[src/include/inj_result_pkg.sv]
// package with constants for the injection result buffer
package inj_result_pkg;
	// ==========================================================
	// register map (one aligned word each)
	localparam logic [7:0]  CTRL_OFFS        = 8'h00;  // control: wait mode, hardware trigger enable
	localparam logic [7:0]  REQ_OFFS         = 8'h04;  // write: software injection request
	localparam logic [7:0]  STD_RESULT_OFFS  = 8'h08;  // standard_result_reg
	localparam logic [7:0]  INJ_RESULT_OFFS  = 8'h0c;  // injected_result_reg
	localparam logic [7:0]  STATUS_OFFS      = 8'h10;  // status
	// ==========================================================
	// field positions
	localparam int          CTRL_WAIT_BIT    = 0;      // wait-for-result-read mode
	localparam int          CTRL_HWTRIG_BIT  = 1;      // accept compare-channel trigger
	localparam int          REQ_INJ_BIT      = 0;      // software injection request
	localparam int          ST_DONE_BIT      = 0;      // injection_done_flag
	localparam int          ST_HOLD_BIT      = 1;      // holding register full
	localparam int          ST_HOLDINJ_BIT   = 2;      // held value is injected
	localparam int          ST_STALL_BIT     = 3;      // conversions suspended
	localparam int          ST_INJPEND_BIT   = 4;      // injection pending
	localparam int          ST_BUSY_BIT      = 5;      // conversion in flight
	localparam int          RES_W            = 10;     // result width
	localparam int          CHAN_W           = 5;      // channel number width
	localparam int          CHAN_POS         = 16;     // channel field in result words
	// ==========================================================
	// reset values
	localparam logic [1:0]  CTRL_RST         = 2'h0;
	localparam logic [31:0] RDATA_RST        = 32'h0000_0000;
endpackage : inj_result_pkg

[src/hdl/adc_injection_result_buffer.sv]
// result handling and injection sequencing for the analog converter
//
// The address map and the APB slave port were chosen for this implementation.
module adc_injection_result_buffer
(
	input  wire logic        CORE_CLK,        // system clock, 50 MHz
	input  wire logic        ARST_N,          // asynchronous reset, active low
	input  wire logic        PSEL,            // apb select
	input  wire logic        PENABLE,         // apb access phase
	input  wire logic        PWRITE,          // apb direction
	input  wire logic [7:0]  PADDR,           // apb byte address
	input  wire logic [31:0] PWDATA,          // apb write data
	input  wire logic [3:0]  PSTRB,           // apb byte strobes
	output logic [31:0]      PRDATA,          // apb read data
	output logic             PREADY,          // apb ready
	output logic             PSLVERR,         // apb error on unmapped address
	input  wire logic        CMP_TRIG,        // injection_trigger_compare_channel event pulse
	input  wire logic [4:0]  INJ_CHANNEL,     // channel selected for injection
	input  wire logic [4:0]  STD_CHANNEL,     // channel of the standard sequence
	output logic             CONV_START,      // start pulse to the analog core
	output logic             CONV_IS_INJ,     // conversion being started is injected
	output logic [4:0]       CONV_CHANNEL,    // channel of the conversion being started
	input  wire logic        CONV_DONE,       // analog core finished, one cycle pulse
	input  wire logic [9:0]  CONV_DATA,       // result from the analog core
	input  wire logic        STD_REQ,         // standard sequence wants a conversion
	output logic             INJ_DONE_IRQ     // injection_done_irq request level
);
	// ==========================================================
	// bus decode
	logic        acc;                          // access phase, answered at once
	logic        wr;                           // write taken this edge
	logic        rd;                           // read taken this edge
	logic        mapped;                       // address hits a register
	assign acc    = PSEL & PENABLE;
	assign wr     = acc & PWRITE;
	assign rd     = acc & ~PWRITE;
	assign PREADY = 1'b1;                       // zero wait states
	always_comb
	begin
		unique case (PADDR)
			inj_result_pkg::CTRL_OFFS,
			inj_result_pkg::REQ_OFFS,
			inj_result_pkg::STD_RESULT_OFFS,
			inj_result_pkg::INJ_RESULT_OFFS,
			inj_result_pkg::STATUS_OFFS:   mapped = 1'b1;
			default:                      mapped = 1'b0;
		endcase
	end
	assign PSLVERR = acc & ~mapped;

	// decode helper used for every register hit except the mapped check behind PSLVERR
	function automatic logic hit(input logic [7:0] a, input logic [7:0] offs);
		hit = (a == offs);
	endfunction

	logic wr_ctrl;                              // control write, low byte enabled
	logic wr_req;                               // request write
	logic rd_inj;                               // injected result read
	assign wr_ctrl = wr & hit(PADDR, inj_result_pkg::CTRL_OFFS) & PSTRB[0];
	assign wr_req  = wr & hit(PADDR, inj_result_pkg::REQ_OFFS) & PSTRB[0];
	assign rd_inj  = rd & hit(PADDR, inj_result_pkg::INJ_RESULT_OFFS);

	// ==========================================================
	// control register
	logic [1:0] ctrl_q;                         // wait mode and trigger enable
	logic       wait_en;                        // wait-for-read mode
	logic       wait_rise;                      // wait mode turned back on
	always_ff @(posedge CORE_CLK or negedge ARST_N)
	begin
		if (!ARST_N)
			ctrl_q <= inj_result_pkg::CTRL_RST;
		else if (wr_ctrl)
			ctrl_q <= {PWDATA[inj_result_pkg::CTRL_HWTRIG_BIT], PWDATA[inj_result_pkg::CTRL_WAIT_BIT]};
	end
	assign wait_en   = ctrl_q[inj_result_pkg::CTRL_WAIT_BIT];
	assign wait_rise = wr_ctrl & ~wait_en & PWDATA[inj_result_pkg::CTRL_WAIT_BIT];

	// ==========================================================
	// injection request latch
	logic inj_pend_q;                           // injection waits for a start slot
	logic inj_req;                              // new request this cycle
	logic start_inj;                            // injection started this cycle
	logic start_std;                            // standard conversion started
	// hardware trigger only counts when enabled; injection requests are only taken in wait mode
	assign inj_req = wait_en & ((CMP_TRIG & ctrl_q[inj_result_pkg::CTRL_HWTRIG_BIT])
	                 | (wr_req & PWDATA[inj_result_pkg::REQ_INJ_BIT]));
	always_ff @(posedge CORE_CLK or negedge ARST_N)
	begin
		if (!ARST_N)
			inj_pend_q <= 1'b0;
		else if (inj_req)
			inj_pend_q <= 1'b1;                 // set wins over the start
		else if (start_inj)
			inj_pend_q <= 1'b0;
	end

	// ==========================================================
	// conversion sequencer
	typedef enum logic [2:0]
	{
		S_IDLE = 3'b001,                        // free to start
		S_CONV = 3'b010,                        // conversion in flight
		S_HALT = 3'b100                         // suspended on full holding register
	} seq_t;
	seq_t seq_q;                                // sequencer state
	logic cur_inj_q;                            // flight is injected
	logic hold_full_q;                          // holding register occupied
	logic hold_inj_q;                           // held value belongs to injection
	logic [9:0] hold_data_q;                    // held value
	logic [4:0] hold_chan_q;                    // held channel
	logic [4:0] conv_chan_q;                    // channel of flight
	logic inj_full_q;                           // injected result not yet read
	logic std_full_q;                           // standard result not yet read
	logic can_start;                            // no suspension
	logic halt_release;                         // wait mode turned back on by a control write
	logic done_inj_direct;                      // injected result goes to its register
	logic done_to_hold;                         // result parked in holding register

	// injection has priority; the running standard sequence resumes afterwards
	assign can_start = ~(wait_en & hold_full_q);
	assign start_inj = (seq_q == S_IDLE) & can_start & inj_pend_q;
	assign start_std = (seq_q == S_IDLE) & can_start & ~inj_pend_q & STD_REQ;
	assign halt_release = wait_rise;

	always_ff @(posedge CORE_CLK or negedge ARST_N)
	begin
		if (!ARST_N)
			seq_q <= S_IDLE;
		else
		begin
			unique case (seq_q)
				S_IDLE:
					if (start_inj | start_std)
						seq_q <= S_CONV;
					else if (wait_en & hold_full_q)
						seq_q <= S_HALT;
				S_CONV:
					if (CONV_DONE)
						seq_q <= S_IDLE;
				S_HALT:
					// leaves as soon as the hold drains, so it cannot lock up
					if (~hold_full_q | halt_release | ~wait_en)
						seq_q <= S_IDLE;
			endcase
		end
	end

	always_ff @(posedge CORE_CLK or negedge ARST_N)
	begin
		if (!ARST_N)
		begin
			cur_inj_q   <= 1'b0;
			conv_chan_q <= 5'h00;
		end
		else if (start_inj | start_std)
		begin
			cur_inj_q   <= start_inj;
			conv_chan_q <= start_inj ? INJ_CHANNEL : STD_CHANNEL;
		end
	end

	// start strobe and its qualifiers to the analog core
	always_ff @(posedge CORE_CLK or negedge ARST_N)
	begin
		if (!ARST_N)
		begin
			CONV_START   <= 1'b0;
			CONV_IS_INJ  <= 1'b0;
			CONV_CHANNEL <= 5'h00;
		end
		else
		begin
			CONV_START <= start_inj | start_std;
			if (start_inj | start_std)
			begin
				CONV_IS_INJ  <= start_inj;
				CONV_CHANNEL <= start_inj ? INJ_CHANNEL : STD_CHANNEL;
			end
		end
	end

	// ==========================================================
	// result registers and holding register
	logic [9:0] inj_data_q;                     // injected_result_reg value
	logic [4:0] inj_chan_q;                     // injected result channel
	logic [9:0] std_data_q;                     // standard_result_reg value
	logic [4:0] std_chan_q;                     // standard result channel
	logic       rd_std;                         // standard result read
	logic       move_hold;                      // holding register drains this cycle
	assign rd_std = rd & hit(PADDR, inj_result_pkg::STD_RESULT_OFFS);

	// in wait mode, an injected result whose register is occupied goes to the hold
	assign done_inj_direct = CONV_DONE & cur_inj_q & (~inj_full_q | rd_inj) & ~hold_full_q;
	assign done_to_hold    = CONV_DONE & wait_en & ~done_inj_direct
	                         & (cur_inj_q | std_full_q & ~rd_std);
	// held value moves into its register when that register is read
	assign move_hold = hold_full_q & ((hold_inj_q & rd_inj) | (~hold_inj_q & rd_std));

	always_ff @(posedge CORE_CLK or negedge ARST_N)
	begin
		if (!ARST_N)
		begin
			hold_full_q <= 1'b0;
			hold_inj_q  <= 1'b0;
			hold_data_q <= 10'h000;
			hold_chan_q <= 5'h00;
		end
		else if (done_to_hold)
		begin
			hold_full_q <= 1'b1;
			hold_inj_q  <= cur_inj_q;
			hold_data_q <= CONV_DATA;
			hold_chan_q <= conv_chan_q;
		end
		// the sequencer has already left halt once wait mode went off, so the
		// re-enable alone must drop the parked value or the stall comes back
		else if (move_hold | halt_release)
			hold_full_q <= 1'b0;
	end

	// injected result register
	always_ff @(posedge CORE_CLK or negedge ARST_N)
	begin
		if (!ARST_N)
		begin
			inj_data_q <= 10'h000;
			inj_chan_q <= 5'h00;
			inj_full_q <= 1'b0;
		end
		else if (done_inj_direct)
		begin
			inj_data_q <= CONV_DATA;
			inj_chan_q <= conv_chan_q;
			inj_full_q <= 1'b1;
		end
		else if (move_hold & hold_inj_q)
		begin
			inj_data_q <= hold_data_q;
			inj_chan_q <= hold_chan_q;
			inj_full_q <= 1'b1;
		end
		else if (rd_inj)
			inj_full_q <= 1'b0;
	end

	// standard result register
	always_ff @(posedge CORE_CLK or negedge ARST_N)
	begin
		if (!ARST_N)
		begin
			std_data_q <= 10'h000;
			std_chan_q <= 5'h00;
			std_full_q <= 1'b0;
		end
		else if (CONV_DONE & ~cur_inj_q & ~done_to_hold)
		begin
			std_data_q <= CONV_DATA;            // overwrites when wait mode is off
			std_chan_q <= conv_chan_q;
			std_full_q <= 1'b1;
		end
		else if (move_hold & ~hold_inj_q)
		begin
			std_data_q <= hold_data_q;
			std_chan_q <= hold_chan_q;
			std_full_q <= 1'b1;
		end
		else if (rd_std)
			std_full_q <= 1'b0;
	end

	// ==========================================================
	// injection_done_flag: a fresh value sets it, reading the injected result clears it
	logic done_flag_q;                          // injection_done_flag
	logic done_set;                             // new injected value available
	assign done_set = done_inj_direct | (move_hold & hold_inj_q);
	always_ff @(posedge CORE_CLK or negedge ARST_N)
	begin
		if (!ARST_N)
			done_flag_q <= 1'b0;
		else if (done_set)
			done_flag_q <= 1'b1;                // set wins over the read
		else if (rd_inj)
			done_flag_q <= 1'b0;
	end
	assign INJ_DONE_IRQ = done_flag_q;

	// ==========================================================
	// read data mux, taken by the master at the access edge
	logic [31:0] rdata_d;                       // read mux
	always_comb
	begin
		rdata_d = inj_result_pkg::RDATA_RST;
		if (hit(PADDR, inj_result_pkg::CTRL_OFFS))
			rdata_d[1:0] = ctrl_q;
		else if (hit(PADDR, inj_result_pkg::STD_RESULT_OFFS))
		begin
			rdata_d[9:0]  = std_data_q;
			rdata_d[20:16] = std_chan_q;
		end
		else if (hit(PADDR, inj_result_pkg::INJ_RESULT_OFFS))
		begin
			rdata_d[9:0]  = inj_data_q;
			rdata_d[20:16] = inj_chan_q;
		end
		else if (hit(PADDR, inj_result_pkg::STATUS_OFFS))
		begin
			rdata_d[inj_result_pkg::ST_DONE_BIT]    = done_flag_q;
			rdata_d[inj_result_pkg::ST_HOLD_BIT]    = hold_full_q;
			rdata_d[inj_result_pkg::ST_HOLDINJ_BIT] = hold_full_q & hold_inj_q;
			rdata_d[inj_result_pkg::ST_STALL_BIT]   = (seq_q == S_HALT);
			rdata_d[inj_result_pkg::ST_INJPEND_BIT] = inj_pend_q;
			rdata_d[inj_result_pkg::ST_BUSY_BIT]    = (seq_q == S_CONV);
		end
	end
	// read data is combinational off registers so the zero-wait answer is valid in the access cycle
	assign PRDATA = rd ? rdata_d : inj_result_pkg::RDATA_RST;
endmodule // adc_injection_result_buffer

[config.mk]
export PLATFORM = sky130hd
export DESIGN_NAME = adc_injection_result_buffer
export DESIGN_NICKNAME = d
export VERILOG_FILES = /design/src/include/inj_result_pkg.sv /design/src/hdl/adc_injection_result_buffer.sv
export SDC_FILE = /design/constraint.sdc
export NUM_CORES = 1
export LEC_CHECK = 0
export ABC_AREA = 1
export BUFFER_PORTS_ARGS = -buffer_cell sky130_fd_sc_hd__buf_2
export CAP_MARGIN = 20
export CORE_AREA = 2 2 87 89
export CTS_CLUSTER_DIAMETER = 120
export CTS_CLUSTER_SIZE = 8
export DETAILED_ROUTE_END_ITERATION = 7
export DIE_AREA = 0 0 89 91
export PLACE_DENSITY_LB_ADDON = 0.3
export SYNTH_ARGS = -nofsm -noshare
export SYNTH_HDL_FRONTEND = slang
export SYNTH_SLANG_ARGS = --single-unit
[constraint.sdc]
create_clock -name CORE_CLK -period 3.8 [get_ports CORE_CLK]
set_input_delay 0.38 -clock CORE_CLK [delete_from_list [all_inputs] [get_ports CORE_CLK]]
set_output_delay 0.38 -clock CORE_CLK [all_outputs]
set_load 0.02 [all_outputs]
After elaboration in Yosys (flattened, before gate mapping)
Cells that the tools add are included.
{ "word_totals": {"ff_bits": 63, "out_inout_bits": 42, "inputBits": 72, "elab_cells": 129} }
{ "op_classes": {"n_eq_ne": 10, "n_bitwise": 56, "n_mux": 36, "n_reduce_logical": 10} }
{ "op_table": {"columns": ["operator", "n"], "rows": [
  ["$mux W10", 5],
  ["$mux W5", 8],
  ["$and A1 B1 Y1", 35],
  ["$mux W21", 1],
  ["$eq A8 B4 Y1 const B", 2],
  ["$mux W1", 12],
  ["$mux W3", 4],
  ["$mux W6", 2],
  ["$not A1 Y1", 12],
  ["$reduce_bool A2 Y1", 5],
  ["$or A1 B1 Y1", 9],
  ["$pmux W3 S3", 1],
  ["$eq A8 B3 Y1 const B", 1],
  ["$eq A8 B5 Y1 const B", 1],
  ["$logic_not A8 Y1", 1],
  ["$mux W8", 1],
  ["$reduce_bool A3 Y1", 2],
  ["$reduce_or A5 Y1", 1],
  ["$mux W4", 1],
  ["$ne A2 B2 Y1 const B", 2],
  ["$eq A3 B1 Y1 const B", 1],
  ["$eq A3 B2 Y1 const B", 1],
  ["$eq A3 B3 Y1 const B", 1],
  ["$ne A3 B2 Y1 const B", 1],
  ["other kinds (2)", 2]
]} }

Longest topological paths before layout
Gate-level depths: netlist (run 1).
{ "logic_depth": {"depth_word": 12, "depth_mapped": 12} }

Worst setup path after synthesis (run 1)
No wires, ideal clock.
{ "synth_path": {"kind": "input to output", "start": "in PADDR[6]", "end": "out PRDATA[16]", "path_stages": 8, "path_buffers": 1, "setup_slack_ns": 1.929, "arrival_time_ns": 1.491, "cell_sequence": "inv_2 nand2_2 nor2_4 nand2_1 inv_1 buf_2 nand2_1 a21oi_1"} }
{ "synth_between": {"elab_chain_cells": 5} }
{ "synth_rtl": {"columns": ["item", "line", "text"], "rows": [
  ["start: declaration", "adc_injection_result_buffer.sv:11", "input wire logic [7:0] PADDR,"],
  ["$eq A8 B4 Y1", "adc_injection_result_buffer.sv:53", "hit = (a == offs);"],
  ["$mux W5", "adc_injection_result_buffer.sv:300", "else if (hit(PADDR, inj_result_pkg::INJ_RESULT_OFFS))"],
  ["$mux W5", "adc_injection_result_buffer.sv:295", "else if (hit(PADDR, inj_result_pkg::STD_RESULT_OFFS))"],
  ["$mux W5 (*)", "adc_injection_result_buffer.sv:293", "if (hit(PADDR, inj_result_pkg::CTRL_OFFS))"],
  ["$mux W21 (*)", "adc_injection_result_buffer.sv:316", "assign PRDATA = rd ? rdata_d : inj_result_pkg::RDATA_RST;"],
  ["end: declaration", "adc_injection_result_buffer.sv:14", "output logic [31:0] PRDATA,"]
]} }
Every way passes the cells marked *; elsewhere a longest branch is shown, timed or not.

Final worst setup path (run 1)
{ "layout_path": {"start": "in PADDR[1]", "end": "out PRDATA[4]"} }
{ "layout_between": {"elab_chain_cells": 6} }
{ "layout_rtl": {"columns": ["item", "line", "text"], "rows": [
  ["$eq A8 B5 Y1", "adc_injection_result_buffer.sv:53", null],
  ["$mux W6", "adc_injection_result_buffer.sv:305", "else if (hit(PADDR, inj_result_pkg::STATUS_OFFS))"],
  ["$mux W6", "adc_injection_result_buffer.sv:300", null],
  ["$mux W10", "adc_injection_result_buffer.sv:295", null],
  ["$mux W8 (*)", "adc_injection_result_buffer.sv:293", null],
  ["$mux W21 (*)", "adc_injection_result_buffer.sv:316", null]
]} }
Marks and branches as above.

==> results of run 1 <==
kinds of logic (layout without fill, tap and decap cells):
| group | count (synthesis) | after routing |
|---|---|---|
| other | 2 | 18 |
| DFF | 63 | 63 |
| muxes | 1 | 1 |
| buffers and inverters | 86 | 130 |
| and+or+nand+nor | 243 | 243 |
| AOI/OAI and AO/OA | 73 | 73 |
cell usage in the layout, fill, tap and decap left out, drive strengths merged, types with 2 or more instances in the layout:
cell type / n
nand2: 149
buf: 67
dfrtp: 62
nand3: 55
inv: 47
o21ai: 29
nor2: 28
conb: 18
a31oi: 16
a21oi: 13
clkbuf: 10
o211ai: 7
nand4: 6
o22ai: 5
nor3: 4
clkinv: 3
o31ai: 2
clkinvlp: 2
final timing paths:
| path | cells after the start | to |
|---|---|---|
| hold reg to reg | 2 | std_full_q$_DFFE_PN0P_ |
| max in group asynchronous | 2 | seq_q[0]$_DFFE_PN1P_ |
| setup / recovery | 10 | PRDATA[4] |
| min in group CORE_CLK | 2 | ctrl_q[1]$_DFFE_PN0N_ |
| setup reg to reg | 8 | std_data_q[1]$_DFFE_PN0P_ |
| hold / removal | 1 | CONV_START$_DFF_PN0_ |
per-layer routing:
layer / share of wire, % / track usage (%) / wire length, um / vias to the layer above
met5: 0 / 0 / 0 / -
li1: - / - / - / 1602
met3: 6.1 / 3.82 / 526 / 8
met1: 45 / 31.1 / 3880 / 1536
met4: 0.92 / 5.97 / 80 / 0
met2: 48 / 37.0 / 4170 / 118
registers in the layout, indices dropped and copies added, names as in the netlist, 2 cells and up:
| name | count |
|---|---|
| std_data_q | 10 |
| seq_q | 3 |
| CONV_CHANNEL | 5 |
| ctrl_q | 2 |
| inj_chan_q | 5 |
| hold_data_q | 10 |
| inj_data_q | 10 |
| std_chan_q | 5 |
| hold_chan_q | 5 |
report_power, final:
part | switching, uW | internal (uW)
logic | 309 | 187
registers | 115 | 861
clock network | 265 | 317
final cells by class:
class                   instances  area, sq um  share of cell area, %
clock inverters                 6         60.1                   1.50
well taps                      99          124                   3.10
repair buffers                 67          348                   8.70
flip-flops and latches         63         1580                   39.5
inverters                      47          176                   4.41
clock buffers                  10          138                   3.44
multi-input cells             335         1580                   39.4
per-stage QoR:
stage	utilization (%)	cell area (sq um)
finish	56.0	4000
global route	56.0	4000
CTS	56.0	4000
detailed placement	53.3	3800
global placement	53.3	3800
floorplan	-	3580
==> metrics, run 1 <==
number of max-cap violations=0; nets=595; setup slack after layout=1500 ps; worst relative slew slack=51.9%; WL/cell=13.8 um; min cycle time layout=2300 ps; launch point of the worst path=PADDR[1]; ys flop type=dfrtp_1; Post-synth EDFFs=0; RSZ-0062 raised after global routing=false; hold_ws=83.1 ps; H-Tree Depth=3; GRT Util Overall=22.6%; Hold Path Class=in2async; postcts setup bufs=0; Power per Cell Area=513 mW/mm^2; DR pass1 iterations=5; Post-DP HPWL=5.82 mm; r2r startpoint=hold_full_q$_DFFE_PN0P_; largest stage delay on the critical path=400 ps; CP Class=in2out; slowest CP cell=nand2_1; IO buf count=62; most area-hungry cell type in the Yosys netlist=dfrtp_1; CP startpoint kind=input port; Peak VDD IR=266 uV; Compound-Gate Fraction of Synth Area=11.9%; Seq cells post-synth=63; Worst Path Arrival=1920 ps; Vias/cell=5.21; CTS Buf Count=9; worst-path cell chain=buf_2, nor2_1, nand2_1, nor2_1, nand2_1, nand2_1, inv_1, o211ai_1, inv_1, buf_2; Post-Synth Simple-Gate Area=30.6%; Synth Instances=468; Leak=0.00202 uW; Post-Synth Adder-Cell Area=0%; crit path capture type=output port; Area Overhead vs Synth=13.7%; largest net degree at the start of global routing=49; Resize count post-CTS=0; syn avg cell area=7.52 sq um; CP max FO=10; initial antenna violation count=0; placed cells=611; final hold vios=0; Yosys Warn Count=0; ANT nets after route=0; Peak Freq=0.434 GHz; hold buffers post-CTS=0; Synth top area share=44.1%; mux cell area share after synthesis=0.320%; Clk Latency, worst-skew pair=340 ps; # rows=31; final wirelength=8.66 mm; Synth top cells by count=nand2_1, dfrtp_1, nand3_1, inv_1, nor2_1; Die Y=91 um; via count=3264; global placement routability congestion=0.819; Setup WS pre-CTS=1450 ps; worst path required time=3420 ps; clk_skew=5.70 ps; CTS tree=done; largest family of logic cells by synthesized area=simple AND/OR/NAND/NOR gates; Slew Limit Fails=0; remaining global-route overflow=0; r2r setup slk=1630 ps; Initial Util=49.3%; xor/xnor share of the synthesized area=0%; family with the most delay on the worst path=simple AND/OR/NAND/NOR gates; synthesized cell area=0.00352 sq mm; filler instances=705; final antenna diode count=0; outcome=finished clean; number of DRC markers in iteration 0=252; most frequent CP cell=nand2_1; Final Total Pwr=2050 uW; clock sinks=63; Final Cycle Share=60.6%; Chip Width=89 um; drt drc=0; Synth area leaders=dfrtp_1, nand2_1, nand3_1; final setup fails=0; clock root buffer master=clkbuf_8; CORE AREA=0.00714 sq mm; vias in the first global route=2962; Worst-Margin Slew=722 ps; Yosys cell types=30; count leader, synth=nand2_1; I/O Pins=114; layout cells sized above 1=20.5%; first-pass GRT wire length=14.2 mm; async set or reset register ratio after synthesis=100%; CTS Buffer Depth=2; die area=0.00810 sq mm; sequential share of the synthesized area=44.9%; Clk pin slew, worst setup/hold paths=70 ps; Setup TNS=0 ps; CP Buf/Inv Count=4; Finished Layout Cells=627
Note: power is estimated with default switching activity, not from simulation.
==> run 2: changes to the inputs <==
--- a/config.mk
+++ b/config.mk
@@ -8,11 +8,11 @@
 export ABC_AREA = 1
 export BUFFER_PORTS_ARGS = -buffer_cell sky130_fd_sc_hd__buf_2
 export CAP_MARGIN = 20
-export CORE_AREA = 2 2 87 89
+export CORE_AREA = 2 2 91 93
 export CTS_CLUSTER_DIAMETER = 120
 export CTS_CLUSTER_SIZE = 8
 export DETAILED_ROUTE_END_ITERATION = 7
-export DIE_AREA = 0 0 89 91
+export DIE_AREA = 0 0 93 95
 export PLACE_DENSITY_LB_ADDON = 0.3
 export SYNTH_ARGS = -nofsm -noshare
 export SYNTH_HDL_FRONTEND = slang
==> constraint.sdc (replaced) <==
create_clock -name CORE_CLK -period 1.9 [get_ports CORE_CLK]
set_input_delay 0.19 -clock CORE_CLK [delete_from_list [all_inputs] [get_ports CORE_CLK]]
set_output_delay 0.19 -clock CORE_CLK [all_outputs]
set_load 0.02 [all_outputs]
==> run 2 against run 1 <==
Against the previous run:
- clock power grew 92%
- global-route usage shrank 1.4 points
- sequential power grew 100%
- flip-flop and latch count is the same
- count of clock-buffer cells in the layout grew 2
- worst setup slack lost 1400 ps
- utilization shrank 4.1 points
- clock skew grew 4.7 ps
- wire length grew 2.0%
- hold slack gained 8.2 ps
- sequential share of layout area shrank 1.1 points
- die area grew 9.1%
- critical endpoint is now PRDATA[3]
- largest cell class is now multi-input combinational cells
- largest power group unchanged
==> metrics, run 2 (synthesis results as in run 1) <==
outcome=finished clean; die area=0.00884 sq mm; final hold vios=0; Regs by FF count=hold_data_q: 10 flops, inj_data_q: 10 flops, std_data_q: 10 flops; # rows=33; Worst-Margin Slew=604 ps; r2r startpoint=hold_full_q$_DFFE_PN0P_; Hold Path Stages=2; Hold Path Class=in2reg; R2R cell count=7; area of the multi-input gates=0.00159 sq mm; CTS tree=done; WL/cell=13.7 um; launch point of the worst path=seq_q[1]$_DFFE_PN0P_; worst relative slew slack=59.8%; min cycle time layout=1800 ps; Final Cycle Share=94.8%; final antenna diode count=0; via count=3232; Clk Latency, worst-skew pair=330 ps; global placement routability congestion=0.863; Post-DP HPWL=6.16 mm; CORE AREA=0.00793 sq mm; Worst Path Arrival=1610 ps; Setup crit end=PRDATA[3]; clock root buffer master=clkbuf_8; Die Y=95 um; RR Endpoint=inj_data_q[1]$_DFFE_PN0P_; Clk pin slew, worst setup/hold paths=70 ps; DR pass1 iterations=4; number of DRC markers in iteration 0=221; Chip Width=93 um; Area Overhead vs Synth=17.1%; H-Tree Depth=3; FF+latch area=0.00158 sq mm; CP max FO=3; most common cell after layout, fill and taps aside=nand2_1; CTS Buf Count=9; final wirelength=8.83 mm; dpl cell area=0.00390 sq mm; Peak VDD IR=436 uV; Power per Cell Area=1000 mW/mm^2; clock sinks=63; Leak=0.00207 uW; most frequent cells in the layout=nand2_1, buf_2, dfrtp_1; largest net degree at the start of global routing=40; CP Class=reg2out; Slew Limit Fails=0; IO buf count=62; GRT Util Overall=21.2%; post-route cell area=0.00412 sq mm; remaining global-route overflow=0; final setup fails=0; Initial Util=44.4%; nets=605; worst path required time=1710 ps; clk_skew=10.4 ps; filler instances=775; Peak Freq=0.555 GHz; initial antenna violation count=0; I/O Pins=114; postcts setup bufs=0; vias in the first global route=3088; first-pass GRT wire length=14.5 mm; r2r setup slk=210 ps; Vias/cell=5.03; number of max-cap violations=0; layout cells sized above 1=21.9%; CP startpoint kind=flip-flop; ANT nets after route=0; drt drc=0; Setup TNS=0 ps; CTS Buffer Depth=2; crit path capture type=output port
run 2: cell types whose count changed in the layout (fill, tap and decap cells not counted), moves of 2 or more:
cell        change
buf_4           +7
buf_12          +2
clkbuf_1        +2
clkinvlp_4      -2
run 2: worst min-delay path by stage:
| stage | slack (ps) | endpoint | startpoint |
|---|---|---|---|
| final | 90 | ctrl_q[1]$_DFFE_PN0N_ | PWDATA[1] |
| after global routing | 80 | ctrl_q[1]$_DFFE_PN0N_ | PWDATA[1] |
| after CTS | 80 | ctrl_q[1]$_DFFE_PN0N_ | PWDATA[1] |
| after detailed placement | 230 | CONV_START$_DFF_PN0_ | ARST_N |
| after global placement | 230 | CONV_START$_DFF_PN0_ | ARST_N |
| after floorplan | -110 | CONV_CHANNEL[0]$_DFFE_PN0P_ | ARST_N |
run 2: cell type report:
cell class | instances | share of cell area (%)
timing repair buffer | 77 | 10.9
clock buffer | 12 | 3.52
multi-input combinational | 335 | 38.6
sequential | 63 | 38.3
clock inverter | 4 | 1.09
tap | 105 | 3.19
inverter | 47 | 4.28
run 2: power breakdown:
part	total, uW	switching [uW]	internal (uW)
combinational	1030	642	390
clock	1120	486	636
sequential	1980	251	1730
total	4130	1380	2750
run 2: stage by stage:
stage / instances / power [uW] / hold WS, ps / setup slack [ps] / util [%]
after floorplan: 484 / 2690 / -106 / 352 / -
after global placement: 626 / 2970 / 225 / 70.6 / 49.2
after detailed placement: 626 / 3000 / 230 / 49.0 / 49.2
after CTS: 643 / 4140 / 78.9 / 17.1 / 51.7
after global routing: 643 / 4400 / 78.5 / -4.85 / 52.0
final: 643 / 4130 / 91.2 / 98.0 / 52.0
run 2: repair_timing:
action                                  in CTS  in global routing
endpoints found under the setup margin       0                 16
hold buffers                                 1                  0
gates resized for setup                      0                  5
endpoints found under the hold margin       23                  0
run 2: critical path, stage by stage (launching register included):
cell and delay (ps):
dfrtp_1 410, inv_1 140, nand3_1 170, o211ai_1 220, o211ai_1 110, inv_1 70
buf_2 160
run 2: layer usage:
| layer | wire length (um) | up-vias | GRT usage (%) |
|---|---|---|---|
| li1 | - | 1621 | - |
| met1 | 3770 | 1505 | 25.7 |
| met2 | 4350 | 96 | 37.3 |
| met3 | 567 | 10 | 4.63 |
| met4 | 147 | 0 | 7.72 |
| met5 | 0 | - | 0 |
==> run 3: changes to the inputs <==
--- a/config.mk
+++ b/config.mk
@@ -5,14 +5,14 @@
 export SDC_FILE = /design/constraint.sdc
 export NUM_CORES = 1
 export LEC_CHECK = 0
-export ABC_AREA = 1
+export ABC_AREA = 0
 export BUFFER_PORTS_ARGS = -buffer_cell sky130_fd_sc_hd__buf_2
 export CAP_MARGIN = 20
-export CORE_AREA = 2 2 91 93
+export CORE_AREA = 2 2 92 94
 export CTS_CLUSTER_DIAMETER = 120
 export CTS_CLUSTER_SIZE = 8
 export DETAILED_ROUTE_END_ITERATION = 7
-export DIE_AREA = 0 0 93 95
+export DIE_AREA = 0 0 94 96
 export PLACE_DENSITY_LB_ADDON = 0.3
 export SYNTH_ARGS = -nofsm -noshare
 export SYNTH_HDL_FRONTEND = slang
==> run 3 against run 2 <==
Against the previous run:
- the flow now finishes with violations (negative setup slack)
- sequential power is 14% lower
- wire length grew 10%
- critical path depth rose by 1
- utilization grew 6.1 points
- cell count decreased by 18%
- via count shrank 9.3%
- clock power decreased by 4%
- first-iteration DRC count decreased by 33%
- total power shrank 12%
- sequential share of layout area fell by 4.5 points
==> metrics, run 3 <==
Final Cycle Share=103%; syn avg cell area=11.0 sq um; ANT nets after route=0; vias in the first global route=2978; CTS Buf Count=9; worst path required time=2120 ps; DR pass1 iterations=5; final setup fails=36; largest family of logic cells by synthesized area=compound AO/OA/AOI/OAI gates; R2R cell count=4; setup slack after layout=-53.6 ps; Area Overhead vs Synth=31.0%; Yosys Warn Count=0; Die Y=96 um; Final Total Pwr=3640 uW; Chip Width=94 um; most common cell after layout, fill and taps aside=dfrtp_1; Clock Power Share=29.4%; failing checks=negative setup slack; CP startpoint kind=input port; CP Class=in2reg; Post-Synth Adder-Cell Area=0%; Hold Path Class=in2reg; Net Switching=1100 uW; remaining global-route overflow=0; IO buf count=62; count leader, synth=dfrtp_1; H-Tree Depth=3; crit path capture type=flip-flop; RSZ-0062 raised after global routing=true; slowest CP cell=or4_4; Flop pwr share=46.7%; number of DRC markers in iteration 0=148; Setup WS pre-CTS=-364 ps; final antenna diode count=0; final wirelength=9.76 mm; FF+latch area=0.00158 sq mm; Regs by FF count=hold_data_q: 10 flops, inj_data_q: 10 flops, std_data_q: 10 flops; Synth area leaders=dfrtp_1, mux2_2, mux2_4; largest net degree at the start of global routing=26; Peak Freq=0.512 GHz; min cycle time layout=1950 ps; Clk pin slew, worst setup/hold paths=60 ps; Peak VDD IR=619 uV; nets=488; Post-synth EDFFs=0; Vias/cell=5.58; layout cells sized above 1=46.6%; filler instances=683; Synth Instances=323; Synth top area share=43.5%; Power per Cell Area=779 mW/mm^2; WL/cell=18.5 um; drt drc=0; # rows=33; Yosys cell types=55; Worst Path Arrival=2180 ps; combinational share of power=23.9%; Clk Latency, worst-skew pair=340 ps; die area=0.00902 sq mm; clock sinks=63; outcome=finished with violations; Compound-Gate Fraction of Synth Area=17.3%; initial antenna violation count=0; family with the most delay on the worst path=compound AO/OA/AOI/OAI gates; async set or reset register ratio after synthesis=100%; P_int=2530 uW; CTS tree=done; Synth top cells by count=dfrtp_1, mux2_2, buf_4, or3_1; most frequent cells in the layout=dfrtp_1, buf_2, buf_4; Slew Limit Fails=0; clk_skew=8.30 ps; clock root buffer master=clkbuf_8; Post-DP HPWL=6.58 mm; Seq cells post-synth=63; final hold vios=0; first-pass GRT wire length=15.5 mm; Initial Util=44.3%; sequential share of the synthesized area=44.3%; via count=2933; Leak=0.00209 uW; ys flop type=dfrtp_1; synthesized cell area=0.00356 sq mm; CP max FO=8; Crit path depth=7; Post-Synth Simple-Gate Area=14.3%; CORE AREA=0.00805 sq mm; mux cell area share after synthesis=16.2%; worst-path cell chain=buf_6, or4_4, buf_4, o41a_1, o221ai_4, clkbuf_16, mux2_2; GRT Util Overall=23.0%; largest stage delay on the critical path=550 ps; number of max-cap violations=0; xor/xnor share of the synthesized area=0.246%; global placement routability congestion=0.867; Setup TNS=-935 ps; Switching Fraction=30.3%; CTS Buffer Depth=2; most area-hungry cell type in the Yosys netlist=dfrtp_1; I/O Pins=114; Hold Path Stages=3; area of the multi-input gates=0.00199 sq mm; CP Buf/Inv Count=3
-- run 3: cell count changes in the layout (fill, tap and decap cells not counted), sizes merged, moves of 16 or more --
| cell | previous run | this run |
|---|---|---|
| nand2 | 149 | 13 |
| nand3 | 55 | 1 |
| inv | 47 | 6 |
| or3 | 0 | 17 |
| mux2 | 1 | 48 |
| a22oi | 0 | 16 |
| o21ai | 29 | 13 |
| buf | 76 | 101 |
-- run 3: path summary, 6_finish.rpt --
path                                           from                     endpoint  slack [ps]
setup / recovery                           PADDR[0]   hold_data_q[3]$_DFFE_PN0P_         -50
hold / removal                       INJ_CHANNEL[1]  CONV_CHANNEL[1]$_DFFE_PN0P_          80
setup reg to reg            hold_full_q$_DFFE_PN0P_   hold_data_q[3]$_DFFE_PN0P_          60
hold reg to reg            INJ_DONE_IRQ$_DFFE_PN0P_     INJ_DONE_IRQ$_DFFE_PN0P_         500
max in group asynchronous                    ARST_N         seq_q[0]$_DFFE_PN1P_        1020
min in group asynchronous                    ARST_N   hold_data_q[5]$_DFFE_PN0P_         280
-- run 3: final cells by class --
type / count / share of cell area [%]
multi-input cells: 233 / 42.6
flip-flops and latches: 63 / 33.8
repair buffers: 103 / 16.4
clock buffers: 15 / 3.78
well taps: 105 / 2.81
inverters: 6 / 0.482
clock inverters: 1 / 0.107
-- run 3: repair_timing --
action / CTS / global route
pin swaps: 9 / 13
setup buffers: 3 / 2
gates cloned: 2 / 1
hold endpoints to repair: 10 / 0
hold buffers: 1 / 0
gates resized for setup: 30 / 24
endpoints found under the setup margin: 13 / 44
-- run 3: power by group through the flow --
stage	Sequential, uW	Combinational [uW]	Clock (uW)
4_1_cts	1680	831	1080
2_1_floorplan	1710	543	0
5_1_grt	1720	952	1150
3_3_place_gp	1700	792	0
6_report	1700	870	1070
3_5_place_dp	1700	819	0
-- run 3: cell families after synthesis --
family,count (synthesis)
simple gates,87
compound gates,79
flops,63
mux,48
buf+inv,43
other cells,2
xor+xnor,1
-- run 3: per-stage QoR --
| stage | cell area [sq um] | utilization [%] | cells | hold slack [ps] |
|---|---|---|---|---|
| after floorplan | 3740 | - | 339 | -106 |
| final | 4670 | 58.0 | 526 | 81.7 |
| after global placement | 4250 | 52.7 | 503 | 110 |
| after detailed placement | 4250 | 52.7 | 503 | 112 |
| after CTS | 4550 | 56.6 | 524 | 72.4 |
| after global routing | 4670 | 58.0 | 526 | 84.7 |
-- run 3: worst register-to-register path, cell delays in order, from the launching register on --
cell and delay [ps]:
dfrtp_1 470, nand3b_1 350, o221ai_4 350, clkbuf_16 230, mux2_2 330
-- run 3: metal layers --
layer	wire length, um	vias up	GRT usage [%]	part of all wire, %
met1	4290	1463	30.3	44
met5	0	-	0	0
li1	-	1361	-	-
met2	4710	99	38.2	48
met4	142	0	8.70	1.5
met3	615	10	4.15	6.3
